<file path="src/timer2_pkg.sv">
// constants, register map and state carrier for the timer 2 block
// assumes a classic wishbone master with 32-bit data, registers in bits 7:0
package timer2_pkg;

   // register word indices; byte address is four times the index
   localparam logic [9:0] IDX_CONTROL    = 10'h0c8;
   localparam logic [9:0] IDX_MODE       = 10'h0c9;
   localparam logic [9:0] IDX_RELOAD_LO  = 10'h0ca;
   localparam logic [9:0] IDX_RELOAD_HI  = 10'h0cb;
   localparam logic [9:0] IDX_COUNT_LO   = 10'h0cc;
   localparam logic [9:0] IDX_COUNT_HI   = 10'h0cd;
   localparam logic [9:0] IDX_IRQ_ENABLE = 10'h0d0;

   // control register bit positions
   localparam int BIT_OVERFLOW   = 7;
   localparam int BIT_EXT_EVENT  = 6;
   localparam int BIT_RX_BAUD    = 5;
   localparam int BIT_TX_BAUD    = 4;
   localparam int BIT_TRIG_EN    = 3;
   localparam int BIT_RUN        = 2;
   localparam int BIT_COUNT_SRC  = 1;
   localparam int BIT_CAPTURE    = 0;

   // mode register bit positions
   localparam int BIT_CLK_OUT_EN = 1;
   localparam int BIT_UPDOWN_EN  = 0;

   // interrupt enable register bit positions
   localparam int BIT_GLOBAL_IE  = 1;
   localparam int BIT_TIMER_IE   = 0;

   // widths, reset values and count limits
   localparam int          BYTE_W       = 8;
   localparam int          BUS_W        = 32;
   localparam logic [7:0]  RESET_BYTE   = 8'h00;
   localparam logic [15:0] RESET_WORD   = 16'h0000;
   localparam logic [15:0] COUNT_MAX    = 16'hffff;
   localparam logic [15:0] COUNT_STEP   = 16'h0001;
   localparam real         CLK_PERIOD_NS = 10.0;

   // decoded operating mode
   typedef enum logic [2:0] {
      MODE_STOP,
      MODE_CAPTURE,
      MODE_RELOAD,
      MODE_UPDOWN,
      MODE_GENERATE
   } timer_mode_e;

   // every flip-flop of the block
   typedef struct packed {
      logic [1:0]  cnt_sync;
      logic        cnt_prev;
      logic [1:0]  trg_sync;
      logic        trg_prev;
      logic        prescale;
      logic [15:0] count;
      logic [15:0] reload;
      logic [7:0]  control;
      logic [1:0]  mode;
      logic [1:0]  irq_en;
      logic        clk_toggle;
      logic        overflow_pulse;
      logic        ack;
      logic [7:0]  rdata;
      logic        irq;
   } timer2_state_s;

   localparam timer2_state_s STATE_RESET = '0;

endpackage
</file>
<file path="src/timer2_capture_reload_baud.sv">
// timer 2: 16-bit capture / auto-reload / up-down / baud and clock generator
// assumes a classic wishbone master on ref_clk_i; pins are asynchronous
//
// How it works
// RQ1: overflow flag set by overflow only when no baud select bit is set.
// RQ2: external event flag set on trigger falling edge when trigger enabled.
// RQ3: control bits 5 and 4 pick receive and transmit baud sources.
// RQ4: trigger edge captures or reloads if enabled and not clocking serial port.
// RQ5: timer counts only while the run bit is one, in every mode.
// RQ6: count source bit picks system clock or count pin, with pull-up.
// RQ7: control bit 0 picks reload (0) or capture (1).
// RQ8: mode bit 1 drives the count pin as a clock output.
// RQ9: mode bit 0 clear counts up only; set gives up/down auto-reload.
// RQ10: mode decoded from control bits; baud select overrides capture select.
// RQ11: capture mode flags overflow and copies count on trigger edges.
// RQ12: up auto-reload reloads at 0xffff overflow or on enabled trigger edge.
// RQ13: up/down counts up while trigger pin high, reloading on overflow.
// RQ14: up/down counts down while trigger low, loading 0xffff at reload value.
// RQ15: up/down toggles the event flag on each wrap, as a 17th bit.
// RQ16: baud mode reloads on overflow silently; trigger sets flag, no reload.
// RQ17: overflows go to the serial port; internal clock is pre-divided by two.
// RQ18: clock output toggles on overflow, started and stopped by run bit.
// RQ19: clock output raises no overflow flag and shares rate with baud.
// RQ20: one interrupt when either flag is set and both enables are set.
// RQ21: software may set flags; only software or reset clears them. In up/down the wrap toggle also clears the event flag.
// RQ22: software stops the timer before touching count or reload bytes.
// RQ23: pins pass two flops; falling edge is a one sample then zero.
//
// Register access over Wishbone was chosen for this implementation.

`timescale 1ns/1ps
`default_nettype none

module timer2_capture_reload_baud
   import timer2_pkg::*;
(
   input  wire logic        ref_clk_i,
   input  wire logic        rst_i,
   input  wire logic        wb_cyc_i,
   input  wire logic        wb_stb_i,
   input  wire logic        wb_we_i,
   input  wire logic [11:0] wb_adr_i,
   input  wire logic [3:0]  wb_sel_i,
   input  wire logic [31:0] wb_dat_i,
   output logic      [31:0] wb_dat_o,
   output logic             wb_ack_o,
   input  wire logic        count_pin_i,
   output logic             count_pin_o,
   output logic             count_pin_oe_n_o,
   output logic             count_pullup_o,
   input  wire logic        trigger_pin_i,
   output logic             overflow_tick_o,
   output logic             rx_baud_select_o,
   output logic             tx_baud_select_o,
   output logic             timer_irq_o
);

   timer2_state_s st;
   timer2_state_s next_st;

   // word index match on an aligned byte address
   function automatic logic hit(input logic [11:0] adr,
                                input logic [9:0]  idx);
      hit = (adr[11:2] == idx) && (adr[1:0] == 2'b00);
   endfunction

   // up/down set-up: event flag is a wrap bit here, never an event
   function automatic logic updown_cfg(input timer2_state_s s);
      updown_cfg = s.mode[BIT_UPDOWN_EN] && !s.control[BIT_CAPTURE] &&
                   !s.control[BIT_RX_BAUD] && !s.control[BIT_TX_BAUD] &&
                   !(s.mode[BIT_CLK_OUT_EN] && !s.control[BIT_COUNT_SRC]);
   endfunction

   ////////////////////////////////////////////////////////////////////
   // decoded controls

   logic        req;
   logic        wr;
   logic        run_bit;
   logic        trigger_enable;
   logic        count_source_select;
   logic        capture_reload_select;
   logic        clock_output_enable;
   logic        updown_enable;
   logic        baud_any;
   logic        clk_out;
   logic        cnt_fall;
   logic        trg_fall;
   logic        trg_level;
   logic        tick;
   logic        count_up;
   logic        ovf_evt;
   logic        down_hit;
   logic        trig_evt;
   logic        tf_set;
   logic        exf_set;
   logic        exf_tgl;
   logic        ctrl_wr;
   logic        cnt_wr_any;
   logic        rld_wr_any;
   timer_mode_e mode_sel;

   // request is taken once; ack drops it out on the following cycle
   assign req = wb_cyc_i && wb_stb_i && !st.ack;
   assign wr  = req && wb_we_i && wb_sel_i[0];

   assign run_bit               = st.control[BIT_RUN];
   assign trigger_enable        = st.control[BIT_TRIG_EN];
   assign count_source_select   = st.control[BIT_COUNT_SRC];
   assign capture_reload_select = st.control[BIT_CAPTURE];
   assign clock_output_enable   = st.mode[BIT_CLK_OUT_EN];
   assign updown_enable         = st.mode[BIT_UPDOWN_EN];
   assign baud_any = st.control[BIT_RX_BAUD] | st.control[BIT_TX_BAUD];
   assign clk_out  = clock_output_enable && !count_source_select;

   // edges only from the second sync flop and its delayed copy
   assign cnt_fall  = st.cnt_prev && !st.cnt_sync[1]; // RQ23
   assign trg_fall  = st.trg_prev && !st.trg_sync[1]; // RQ23
   assign trg_level = st.trg_sync[1];

   // baud or clock output forces the generator whatever bit 0 says
   always_comb begin
      if (!run_bit) begin
         mode_sel = MODE_STOP; // RQ5
      end else if (baud_any || clk_out) begin
         mode_sel = MODE_GENERATE; // RQ10 RQ19
      end else if (capture_reload_select) begin
         mode_sel = MODE_CAPTURE; // RQ7
      end else if (updown_enable) begin
         mode_sel = MODE_UPDOWN; // RQ9
      end else begin
         mode_sel = MODE_RELOAD;
      end
   end

   // pin counting is ignored while the pin is driven, to avoid a loop
   assign tick = run_bit &&
                 ((count_source_select && !clock_output_enable) ?
                  cnt_fall : st.prescale); // RQ5 RQ6 RQ17
   assign count_up = !(mode_sel == MODE_UPDOWN) || trg_level; // RQ13 RQ14
   assign ovf_evt  = tick && count_up && (st.count == COUNT_MAX);
   assign down_hit = tick && !count_up && (st.count == st.reload);
   assign trig_evt = trg_fall && trigger_enable; // RQ2

   assign ctrl_wr    = wr && hit(wb_adr_i, IDX_CONTROL);
   assign cnt_wr_any = wr && (hit(wb_adr_i, IDX_COUNT_LO) ||
                              hit(wb_adr_i, IDX_COUNT_HI));
   assign rld_wr_any = wr && (hit(wb_adr_i, IDX_RELOAD_LO) ||
                              hit(wb_adr_i, IDX_RELOAD_HI));

   ////////////////////////////////////////////////////////////////////
   // next state

   always_comb begin
      next_st = st;
      tf_set  = 1'b0;
      exf_set = 1'b0;
      exf_tgl = 1'b0;

      // two flops per pin, then one more for the edge compare
      next_st.cnt_sync = {st.cnt_sync[0], count_pin_i}; // RQ23
      next_st.cnt_prev = st.cnt_sync[1];
      next_st.trg_sync = {st.trg_sync[0], trigger_pin_i}; // RQ23
      next_st.trg_prev = st.trg_sync[1];

      // internal clocking counts every second system clock
      next_st.prescale = ~st.prescale; // RQ17

      // counter behaviour per mode
      case (mode_sel)
         MODE_GENERATE: begin
            if (ovf_evt) begin
               next_st.count = st.reload; // RQ16
            end else if (tick) begin
               next_st.count = st.count + COUNT_STEP;
            end
            exf_set = trig_evt; // RQ16 RQ4
         end
         MODE_CAPTURE: begin
            if (tick) begin
               next_st.count = st.count + COUNT_STEP;
            end
            tf_set = ovf_evt; // RQ11
            if (trig_evt) begin
               next_st.reload = st.count; // RQ11 RQ4
            end
            exf_set = trig_evt; // RQ11
         end
         MODE_RELOAD: begin
            if (ovf_evt || trig_evt) begin
               next_st.count = st.reload; // RQ12 RQ4
            end else if (tick) begin
               next_st.count = st.count + COUNT_STEP;
            end
            tf_set  = ovf_evt; // RQ12 RQ1
            exf_set = trig_evt; // RQ12
         end
         MODE_UPDOWN: begin
            // trigger enable has no say here; the pin sets direction
            if (ovf_evt) begin
               next_st.count = st.reload; // RQ13
            end else if (down_hit) begin
               next_st.count = COUNT_MAX; // RQ14
            end else if (tick && count_up) begin
               next_st.count = st.count + COUNT_STEP;
            end else if (tick) begin
               next_st.count = st.count - COUNT_STEP;
            end
            tf_set  = ovf_evt || down_hit; // RQ13 RQ14
            exf_tgl = ovf_evt || down_hit; // RQ15
         end
         MODE_STOP: begin
            // counter not clocked; enabled trigger still reloads or captures unless a baud bit is set, and flags unless up/down
            if (!capture_reload_select && !baud_any && trig_evt) begin
               next_st.count = st.reload; // RQ4
            end else if (capture_reload_select && !baud_any && trig_evt) begin
               next_st.reload = st.count; // RQ4
            end
            exf_set = trig_evt && !updown_cfg(st); // RQ15
         end
         default: begin
            next_st.count = st.count;
         end
      endcase

      // clock output pin toggles on every generator overflow while mode bit 1 is set
      if (ovf_evt && (mode_sel == MODE_GENERATE) && clock_output_enable) begin
         next_st.clk_toggle = ~st.clk_toggle; // RQ18
      end
      next_st.overflow_pulse = ovf_evt && (mode_sel == MODE_GENERATE); // RQ17

      // software writes; data writes win over counting in the same cycle
      if (ctrl_wr) begin
         next_st.control = wb_dat_i[7:0]; // RQ21
      end
      if (wr && hit(wb_adr_i, IDX_MODE)) begin
         next_st.mode = wb_dat_i[1:0];
      end
      if (wr && hit(wb_adr_i, IDX_IRQ_ENABLE)) begin
         next_st.irq_en = wb_dat_i[1:0];
      end
      // hazard: a write that meets a reload corrupts the rate; see RQ22
      if (wr && hit(wb_adr_i, IDX_RELOAD_LO)) begin
         next_st.reload[7:0] = wb_dat_i[7:0];
      end
      if (wr && hit(wb_adr_i, IDX_RELOAD_HI)) begin
         next_st.reload[15:8] = wb_dat_i[7:0];
      end
      if (wr && hit(wb_adr_i, IDX_COUNT_LO)) begin
         next_st.count[7:0] = wb_dat_i[7:0];
      end
      if (wr && hit(wb_adr_i, IDX_COUNT_HI)) begin
         next_st.count[15:8] = wb_dat_i[7:0];
      end

      // hardware set beats a software clear in the same cycle
      next_st.control[BIT_OVERFLOW] = next_st.control[BIT_OVERFLOW]
                                      | tf_set; // RQ1 RQ21
      next_st.control[BIT_EXT_EVENT] = (next_st.control[BIT_EXT_EVENT]
                                        ^ exf_tgl) | exf_set; // RQ2 RQ15

      // one request for both flags; the up/down wrap bit raises none
      next_st.irq = next_st.irq_en[BIT_GLOBAL_IE] && // RQ20
                    next_st.irq_en[BIT_TIMER_IE] &&
                    (next_st.control[BIT_OVERFLOW] |
                     (next_st.control[BIT_EXT_EVENT] &&
                      !updown_cfg(next_st))); // RQ15

      // bus answer: one wait state, unmapped reads give zero
      next_st.ack = req;
      if (req && !wb_we_i) begin
         if (hit(wb_adr_i, IDX_CONTROL)) begin
            next_st.rdata = st.control;
         end else if (hit(wb_adr_i, IDX_MODE)) begin
            next_st.rdata = {6'h00, st.mode};
         end else if (hit(wb_adr_i, IDX_RELOAD_LO)) begin
            next_st.rdata = st.reload[7:0];
         end else if (hit(wb_adr_i, IDX_RELOAD_HI)) begin
            next_st.rdata = st.reload[15:8];
         end else if (hit(wb_adr_i, IDX_COUNT_LO)) begin
            next_st.rdata = st.count[7:0];
         end else if (hit(wb_adr_i, IDX_COUNT_HI)) begin
            next_st.rdata = st.count[15:8];
         end else if (hit(wb_adr_i, IDX_IRQ_ENABLE)) begin
            next_st.rdata = {6'h00, st.irq_en};
         end else begin
            next_st.rdata = RESET_BYTE;
         end
      end
   end

   ////////////////////////////////////////////////////////////////////
   // state register

   always_ff @(posedge ref_clk_i or posedge rst_i) begin
      if (rst_i) begin
         st <= STATE_RESET;
      end else begin
         st <= next_st;
      end
   end

   ////////////////////////////////////////////////////////////////////
   // outputs, all straight from flops

   assign wb_dat_o         = {24'h000000, st.rdata};
   assign wb_ack_o         = st.ack;
   assign count_pin_o      = st.clk_toggle; // RQ18
   assign count_pin_oe_n_o = !clock_output_enable; // RQ8
   assign count_pullup_o   = count_source_select; // RQ6
   assign overflow_tick_o  = st.overflow_pulse; // RQ17
   assign rx_baud_select_o = st.control[BIT_RX_BAUD]; // RQ3
   assign tx_baud_select_o = st.control[BIT_TX_BAUD]; // RQ3
   assign timer_irq_o      = st.irq;

   ////////////////////////////////////////////////////////////////////
   // checks

   a_tf_on_overflow: assert property (@(posedge ref_clk_i) disable iff (rst_i)
      (ovf_evt && mode_sel != MODE_GENERATE) |=> st.control[BIT_OVERFLOW]) // RQ1
      else $error("overflow flag missed on overflow");

   a_tf_baud_quiet: assert property (@(posedge ref_clk_i) disable iff (rst_i)
      (ovf_evt && mode_sel == MODE_GENERATE && !ctrl_wr &&
       !st.control[BIT_OVERFLOW]) |=> !st.control[BIT_OVERFLOW]) // RQ16
      else $error("overflow flag set in generator mode");

   a_exf_trigger: assert property (@(posedge ref_clk_i) disable iff (rst_i)
      (trig_evt && mode_sel != MODE_UPDOWN && !updown_enable)
      |=> st.control[BIT_EXT_EVENT]) // RQ2
      else $error("event flag missed on trigger edge");

   a_run_hold: assert property (@(posedge ref_clk_i) disable iff (rst_i)
      (!run_bit && !trig_evt && !cnt_wr_any) |=> $stable(st.count)) // RQ5
      else $error("counter moved while stopped");

   a_reload_up: assert property (@(posedge ref_clk_i) disable iff (rst_i)
      (ovf_evt && mode_sel != MODE_CAPTURE && !cnt_wr_any && !rld_wr_any)
      |=> st.count == $past(st.reload)) // RQ12
      else $error("no reload after overflow");

   a_down_wrap: assert property (@(posedge ref_clk_i) disable iff (rst_i)
      (down_hit && mode_sel == MODE_UPDOWN && !cnt_wr_any)
      |=> st.count == COUNT_MAX) // RQ14
      else $error("down wrap did not load all ones");

   a_exf_toggle: assert property (@(posedge ref_clk_i) disable iff (rst_i)
      (mode_sel == MODE_UPDOWN && (ovf_evt || down_hit) && !ctrl_wr)
      |=> st.control[BIT_EXT_EVENT] != $past(st.control[BIT_EXT_EVENT])) // RQ15
      else $error("event flag did not toggle on wrap");

   a_capture_copy: assert property (@(posedge ref_clk_i) disable iff (rst_i)
      (trig_evt && mode_sel == MODE_CAPTURE && !rld_wr_any)
      |=> st.reload == $past(st.count)) // RQ11
      else $error("capture register not loaded");

   a_clkout_toggle: assert property (@(posedge ref_clk_i) disable iff (rst_i)
      (ovf_evt && clk_out) |=> count_pin_o != $past(count_pin_o)) // RQ18
      else $error("clock output did not toggle");

   a_irq_follow: assert property (@(posedge ref_clk_i) disable iff (rst_i)
      (tf_set && &st.irq_en) |=> timer_irq_o) // RQ20
      else $error("interrupt missing after flag set");

   a_bus_answer: assert property (@(posedge ref_clk_i) disable iff (rst_i)
      req |=> wb_ack_o ##1 !wb_ack_o)
      else $error("wishbone ack not a single cycle");

endmodule // timer2_capture_reload_baud

`default_nettype wire

</file>
<file path="config.mk">
export PLATFORM = sky130hd
export DESIGN_NAME = timer2_capture_reload_baud
export DESIGN_NICKNAME = d
export VERILOG_FILES = /design/src/timer2_pkg.sv /design/src/timer2_capture_reload_baud.sv
export SDC_FILE = /design/constraint.sdc
export NUM_CORES = 1
export LEC_CHECK = 0
export BUFFER_PORTS_ARGS = -buffer_cell sky130_fd_sc_hd__buf_2
export CAP_MARGIN = 40
export CORE_ASPECT_RATIO = 1.4
export CORE_MARGIN = 1.5
export CORE_UTILIZATION = 55
export DETAILED_ROUTE_END_ITERATION = 6
export PLACE_DENSITY = 0.77
export SLEW_MARGIN = 20
export SYNTH_ARGS = -nofsm -noshare
export SYNTH_HDL_FRONTEND = slang
export SYNTH_SLANG_ARGS = --single-unit
</file>
<file path="constraint.sdc">
create_clock -name ref_clk_i -period 4.1 [get_ports ref_clk_i]
set_input_delay 0.205 -clock ref_clk_i [delete_from_list [all_inputs] [get_ports ref_clk_i]]
set_output_delay 0.205 -clock ref_clk_i [all_outputs]
set_load 0.02 [all_outputs]
</file>
==> summary.txt, run 1 <==
status: finished, final reports clean
Clock Pin Slew Worst Setup and Hold Paths: 60 ps
Slew headroom: 44.6%
met3 wire len: 1.40 mm
crit path kind: reg -> reg
die height: 117 um
commonest non-fill, non-tap cells in the layout: dfrtp_1 (63), nor2_1 (59), nand2_1 (51)
main area contributors after synthesis: dfrtp_1 (31%), mux2i_1 (6.3%), xnor2_1 (5.7%), buf_4 (4.9%), a21oi_1 (4.5%)
number of global-route vias before repair: 4759
sequential-to-total area share from yosys stat: 31.0%
htree depth: 3
wl on met1: 6.66 mm
pwr/cell area: 279 mW/mm2
via count: 5087
PortBufs: 43
Final ANT Viol Nets: 0
clock share of power: 49.0%
number of distinct library cells after synthesis: 71
worst slew pin tran: 809 ps
P_sw: 392 uW
first-pass GRT wire length: 26.8 mm
Critical Path End Type: flip-flop
synth-to-layout area growth: 10.1%
Top-Level Pins: 95
CTS Buf Count: 9
Tmin final: 3020 ps
Int Pwr: 1170 uW
fmax: 0.331 GHz
Flop pwr share: 41.8%
Routed wire per std cell: 22.8 um
Worst VDD drop: 0.000292 V
GRT overflow: 0
CTS max path bufs: 2
DRC viols: 0
CTS sink cnt: 63
dpl hpwl: 12.5 mm
Yosys top cell area share: 31.0%
fin nets: 705
Combinational Power Share: 9.2%
CP Max Fanout: 9
TritonCTS clock tree: done
asr flop ratio synth: 100%
post-synthesis cell count: 616
drt total wl: 17.3 mm
Clock Latency Late Sink: 340 ps
Sw Share: 25.1%
fin. max-slew vios: 0
vias per cell: 6.70
area leader, netlist: dfrtp_1
Hold Vio Cnt, Final: 0
Syn Area/Cell: 8.26 um2
Total GRT Usage: 36.0%
starting density of the core: 56.4%
initial antenna violation count: 0
clock root buffer: clkbuf_16
Met2 Routed Length: 8.53 mm
DRT Pass-1 Iters: 5
routability cong.: 1.04
clock skew: 5.75 ps
type of origin of the critical path: flip-flop
layout cell share with drive strength beyond 1: 15.8%
initial drt markers: 624
static leakage: 0.00242 uW
min-delay worst type: in -> reg
Worst EP arrival: 3240 ps
Fill cells: 840
Total Neg Setup Slack: 0 ps
top routing layer used: met4
flops & latches, synth: 63
Core ar.: 0.00903 mm2
Finish-stage setup viols: 0
Die Footprint: 0.00985 mm2
Syn. warnings: 0
Die Width: 84.3 um
Post-synth EDFFs: 0
largest net degree at the start of global routing: 64
worst hold slack: 162 ps
fin crit share: 73.6%
Mapped Area: 0.00509 mm2
Primary FF master, synth: dfrtp_1
max-cap violations: 0
Required @ worst endpoint: 4320 ps
RSZ-0062 raised after global routing: false
# rows: 41
most common cell after layout, fill and taps aside: dfrtp_1
diodes inserted: 0
path summary, 6_finish.rpt:
path | from | to | slack [ps] | cells past startpoint
setup / recovery | rx_baud_select_o | st[54] | 1080 | 7
hold / removal | wb_cyc_i | wb_ack_o | 160 | 2
setup reg to reg | rx_baud_select_o | st[54] | 1080 | 7
hold reg to reg | next_st[59] | next_st[57] | 350 | 0
max in group asynchronous | rst_i | st[37] | 3150 | 5
min in group asynchronous | rst_i | wb_ack_o | 440 | 4
Yosys cell counts (all sizes together) (3+ instances only):
master,number
and4,5
o31ai,3
and3b,3
a221oi,14
mux2i,32
dfrtp,63
inv,16
clkbuf,24
a2bb2oi,7
a21oi,46
nor4,7
a211oi,6
o221ai,4
nor2,59
o21ai,31
mux2,7
xnor2,33
nand2,51
or4,3
nand3b,4
nor3,15
nand4,20
and2,4
xor2,13
a22oi,5
buf,48
or2,5
or3,7
a31oi,11
nand2b,5
nor2b,7
and3,8
nand3,15
o211ai,4
cells by family after synthesis:
family / after synthesis / share of synthesized area (%)
AO/OA/AOI/OAI: 155 / 20.1
XOR/XNOR: 46 / 7.92
adder cells (fa/ha/maj): 2 / 0.492
buffers and inverters: 88 / 10.1
flip-flops: 63 / 31.0
multiplexers: 39 / 7.84
other: 1 / 0.0737
AND/OR/NAND/NOR: 222 / 22.4
stage by stage:
stage / setup slack [ps] / instances / power [uW] / util [%] / instance area, um2
2_1_floorplan: 1520 / 639 / 785 / - / 5180
3_3_place_gp: 1270 / 739 / 797 / 58.1 / 5250
3_5_place_dp: 1240 / 739 / 801 / 58.1 / 5250
4_1_cts: 1200 / 756 / 1560 / 61.5 / 5560
5_1_grt: 936 / 759 / 1600 / 62.0 / 5600
6_report: 1080 / 759 / 1560 / 62.0 / 5600
registers in the layout (all words and copies together), names as in the netlist:
signal and flops:
capture_reload_select 1, clock_output_enable 1, count_pin_o 1, count_pullup_o 1
next_st 4, overflow_tick_o 1, run_bit 1, rx_baud_select_o 1
st 41, timer_irq_o 1, tx_baud_select_o 1, wb_ack_o 1
wb_dat_o 8
power groups by stage:
stage	registers [uW]	clock network [uW]	logic (uW)
CTS	654	767	138
global route	655	790	156
finish	653	766	143
global placement	664	0	133
floorplan	662	0	124
detailed placement	665	0	136
cell type report:
cell class / instances / area (um2) / share of cell area, %
clock inverter: 3 / 43.8 / 0.782
timing repair buffer: 70 / 445 / 7.95
clock buffer: 12 / 246 / 4.40
inverter: 16 / 60.1 / 1.07
tap: 107 / 134 / 2.39
multi-input combinational: 488 / 3100 / 55.3
sequential: 63 / 1580 / 28.1
what timing repair did:
action	4_1_cts	5_1_grt
hold endpoints to repair	2	19
gates resized for setup	0	0
hold buffers	2	1
setup buffers	0	0
routing by layer:
metal	vias up	track usage (%)
met5	-	0
met2	333	61.7
li1	2263	-
met3	68	4.84
met4	0	17.5
met1	2423	45.0
critical path: stages (launching register included):
cell	delay, ps
dfrtp_1	410
nor2_1	460
nand4_1	530
nand4_1	530
o211ai_1	250
a31oi_1	240
o211ai_1	130
a221o_1	350
Note: power is estimated with default switching activity, not from simulation.
==> run 2: changes to the inputs <==
- clock period: 4.1 -> 2.8 ns (I/O delays scaled with it)
==> summary.txt, run 2 (same netlist as run 1, synthesis figures left out) <==
Sw Share: 25.8%
largest net degree at the start of global routing: 21
fin crit share: 94.8%
FF-to-FF path depth: 7
Total Neg Setup Slack: 0 ps
synth-to-layout area growth: 16.4%
Die Width: 84.3 um
r2r startpoint: st[42]
drt total wl: 19.4 mm
DRC viols: 0
Power Total: 2300 uW
starting density of the core: 56.4%
commonest non-fill, non-tap cells in the layout: dfrtp_1 (63), buf_4 (63), nor2_1 (59)
Setup WS pre-CTS: 183 ps
number of global-route vias before repair: 5267
HP Start: wb_cyc_i
Flop pwr share: 41.7%
Clock Pin Slew Worst Setup and Hold Paths: 60 ps
setup bufs post-CTS: 0
pwr/cell area: 388 mW/mm2
Worst EP arrival: 2880 ps
# rows: 41
Tmin final: 2660 ps
CTS sink cnt: 63
worst hold stages: 2
clock share of power: 48.8%
Slew headroom: 57.7%
Clock Latency Late Sink: 340 ps
TritonCTS clock tree: done
routability cong.: 1.05
P_sw: 594 uW
r2r endpoint: st[52]
clock root buffer: clkbuf_16
Int Pwr: 1710 uW
CTS max path bufs: 2
layout cell share with drive strength beyond 1: 21.1%
final setup margin: 144 ps
Most flops, register: st
Final ANT Viol Nets: 0
status: finished, final reports clean
fin nets: 747
Critical Path End Type: flip-flop
htree depth: 3
crit path kind: reg -> reg
initial antenna violation count: 0
diodes inserted: 0
Top-Level Pins: 95
Die Footprint: 0.00985 mm2
max-cap violations: 0
CTS Buf Count: 9
Total GRT Usage: 40.2%
DRT Pass-1 Iters: 5
RSZ-0062 raised after global routing: false
clock skew: 9.31 ps
via count: 5422
Hold Vio Cnt, Final: 0
worst slew pin tran: 635 ps
flop-to-flop setup slack: 140 ps
static leakage: 0.00262 uW
Worst Hold End: wb_ack_o
Core ar.: 0.00903 mm2
die height: 117 um
min-delay worst type: in -> reg
type of origin of the critical path: flip-flop
initial drt markers: 533
Largest register FFs: 41
dpl hpwl: 14.4 mm
PortBufs: 43
CP Max Fanout: 4
first-pass GRT wire length: 29.5 mm
Combinational Power Share: 9.5%
Finish-stage setup viols: 0
Required @ worst endpoint: 3030 ps
Routed wire per std cell: 24.2 um
GRT overflow: 0
fmax: 0.377 GHz
Worst VDD drop: 0.000380 V
fin. max-slew vios: 0
vias per cell: 6.78
==> run 2: repair_timing <==
item                                   in CTS  in global routing
setup endpoints to repair                   0                  0
gates resized for setup                     0                  0
endpoints found under the hold margin      20                  0
hold buffers                                3                  0
==> run 2: routing by layer <==
| metal | GRT usage (%) | vias to the layer above | routed length, um |
|---|---|---|---|
| met1 | 47.3 | 2544 | 7180 |
| met2 | 69.7 | 410 | 9320 |
| met4 | 23.1 | 0 | 1280 |
| li1 | - | 2342 | - |
| met3 | 6.73 | 126 | 1600 |
| met5 | 0 | - | 0 |
==> run 2: critical path: stages (launching register included) <==
cell and delay (ps):
dfrtp_1 380, or4_4 580, or3_4 360, or4_1 490, mux2i_1 210, xnor2_1 160, a211oi_2 90, o31a_1 270
==> run 2: cell type report <==
class                      count  area, um2
clock buffer                  10        239
clock inverter                 4       47.5
fill                         755       3100
inverter                      16       60.1
multi-input combinational    488       3100
sequential                    63       1580
tap                          107        134
timing repair buffer         112        773
==> run 2: through the flow <==
| step | util [%] | std cells | area [um2] | hold slack (ps) |
|---|---|---|---|---|
| global route | 65.6 | 800 | 5930 | 122 |
| detailed placement | 62.0 | 782 | 5600 | 192 |
| finish | 65.6 | 800 | 5930 | 107 |
| CTS | 65.5 | 799 | 5920 | 94.0 |
| floorplan | - | 639 | 5180 | 171 |
| global placement | 61.7 | 781 | 5570 | 248 |
==> run 2: power groups by stage <==
| stage | sequential [uW] | clock [uW] | combinational, uW |
|---|---|---|---|
| 2_1_floorplan | 969 | 0 | 181 |
| 3_3_place_gp | 972 | 0 | 200 |
| 4_1_cts | 958 | 1130 | 212 |
| 3_5_place_dp | 974 | 0 | 208 |
| 5_1_grt | 962 | 1160 | 234 |
| 6_report | 960 | 1120 | 218 |
==> run 2: worst max-delay path by stage <==
stage | start | end | slack [ps] | cells after the start
floorplan | st[45] | st[52] | 220 | 8
global placement | st[42] | st[52] | 200 | 7
detailed placement | st[42] | st[52] | 180 | 7
CTS | st[42] | st[52] | 170 | 7
global route | st[45] | st[42] | 50 | 10
finish | st[42] | st[52] | 140 | 7
==> run 3: changes to the inputs <==
- CORE_UTILIZATION: 55 -> 51
- GPL_ROUTABILITY_DRIVEN: default -> 0
- PLACE_DENSITY: 0.77 -> 0.75
- clock period: 2.8 -> 2.2 ns (I/O delays scaled with it)
==> summary.txt, run 3 (same netlist as run 1, synthesis figures left out) <==
Hold Vio Cnt, Final: 0
most common cell after layout, fill and taps aside: buf_4
first-pass GRT wire length: 32.5 mm
Most flops, register: st
CTS Buf Count: 9
drt total wl: 21.9 mm
GRT overflow: 0
largest net degree at the start of global routing: 29
CTS sink cnt: 63
fmax: 0.396 GHz
clock root buffer: clkbuf_16
Final ANT Viol Nets: 0
layout cell share with drive strength beyond 1: 37.2%
Tmin final: 2520 ps
Clock Pin Slew Worst Setup and Hold Paths: 60 ps
fin. max-slew vios: 0
commonest non-fill, non-tap cells in the layout: buf_4 (149), dfrtp_1 (62), nor2_1 (55)
via count: 6267
TritonCTS clock tree: done
Required @ worst endpoint: 2430 ps
Finished Layout Cells: 922
crit path kind: reg -> reg
Die Width: 87.4 um
static leakage: 0.00316 uW
Worst VDD drop: 0.000354 V
Slew headroom: 64.3%
Worst path max stage delay: 540 ps
vias per cell: 6.80
status: finished with violations
min-delay worst type: in -> reg
Core ar.: 0.00979 mm2
Largest register FFs: 41
initial drt markers: 1076
Placed Instances: 891
diodes inserted: 0
Routed wire per std cell: 23.7 um
Total GRT Usage: 41.4%
Top-Level Pins: 95
Finish-stage setup viols: 18
max-cap violations: 0
Final Util: 72.2%
Worst EP arrival: 2750 ps
DRT Pass-1 Iters: 7
Fill cells: 661
fin crit share: 115%
clock skew: 6.87 ps
die height: 121 um
RSZ-0062 raised after global routing: true
failing checks: DRC, setup timing
CTS max path bufs: 2
CP Max Fanout: 2
number of global-route vias before repair: 6001
starting density of the core: 52.0%
dpl hpwl: 14.5 mm
worst hold slack: 67.9 ps
Clock Latency Late Sink: 340 ps
pwr/cell area: 441 mW/mm2
DRC viols: 108
Power Total: 3120 uW
htree depth: 3
worst slew pin tran: 534 ps
initial antenna violation count: 0
PortBufs: 43
Die Footprint: 0.0106 mm2
# rows: 43
fin nets: 839
synth-to-layout area growth: 38.9%
slowest CP cell: or4_4
type of origin of the critical path: flip-flop
Critical Path End Type: flip-flop
final setup margin: -324 ps
worst path cell trace: or4_4 -> or3_4 -> or4_1 -> mux2i_1 -> xnor2_1 -> a211oi_2 -> o31a_1
-- run 3: metal layers --
metal	global-route usage [%]	vias to the layer above	share of wire (%)
met5	0	-	0
met4	30.6	0	11
met3	13.1	251	14
met2	63.1	620	43
met1	47.9	2875	33
li1	-	2521	-
-- run 3: repair_timing --
item | CTS | global route
setup endpoints to repair | 18 | 18
endpoints found under the hold margin | 22 | 0
cloned | 0 | 0
resized for setup | 41 | 29
hold buffers | 3 | 0
buffers inserted | 5 | 7
pin swaps | 31 | 21
-- run 3: per-stage QoR --
step | cell area (um2) | worst slack [ps] | TNS, ps
2_1_floorplan | 5230 | -278 | -443
3_3_place_gp | 6290 | -292 | -2630
3_5_place_dp | 6290 | -310 | -3280
4_1_cts | 6880 | -275 | -2100
5_1_grt | 7070 | -389 | -4480
6_report | 7070 | -324 | -3290
-- run 3: layout make-up --
type                       count  area (um2)  area share (%)
multi-input combinational    488        3450            48.8
sequential                    63        1580            22.3
timing repair buffer         204        1490            21.1
clock buffer                  11         243            3.43
tap                          135         169            2.39
clock inverter                 5        81.3            1.15
inverter                      16        60.1           0.849
-- run 3: path summary, 6_finish.rpt --
check / to / cells after the start / start / slack [ps]
worst max-delay path: st[52] / 7 / st[42] / -320
worst min-delay path: wb_ack_o / 2 / wb_cyc_i / 70
worst max register to register: st[52] / 7 / st[42] / -320
worst min register to register: next_st[60] / 0 / next_st[62] / 350
max in group asynchronous: st[50] / 4 / rst_i / 1210
min in group asynchronous: clock_output_enable / 3 / rst_i / 360
-- run 3: worst max-delay path, delay by kind of cell, from the launching register on --
| family | cells | cell delay [ps] |
|---|---|---|
| DFF | 1 | 390 |
| and+or+nand+nor | 3 | 1320 |
| muxes | 1 | 180 |
| AOI/OAI and AO/OA | 2 | 340 |
| xor gates and xnor gates | 1 | 180 |
-- run 3: power breakdown --
group | switching, uW | internal, uW
registers | 20.2 | 1200
clock network | 582 | 1020
logic | 203 | 94.3
total | 805 | 2310
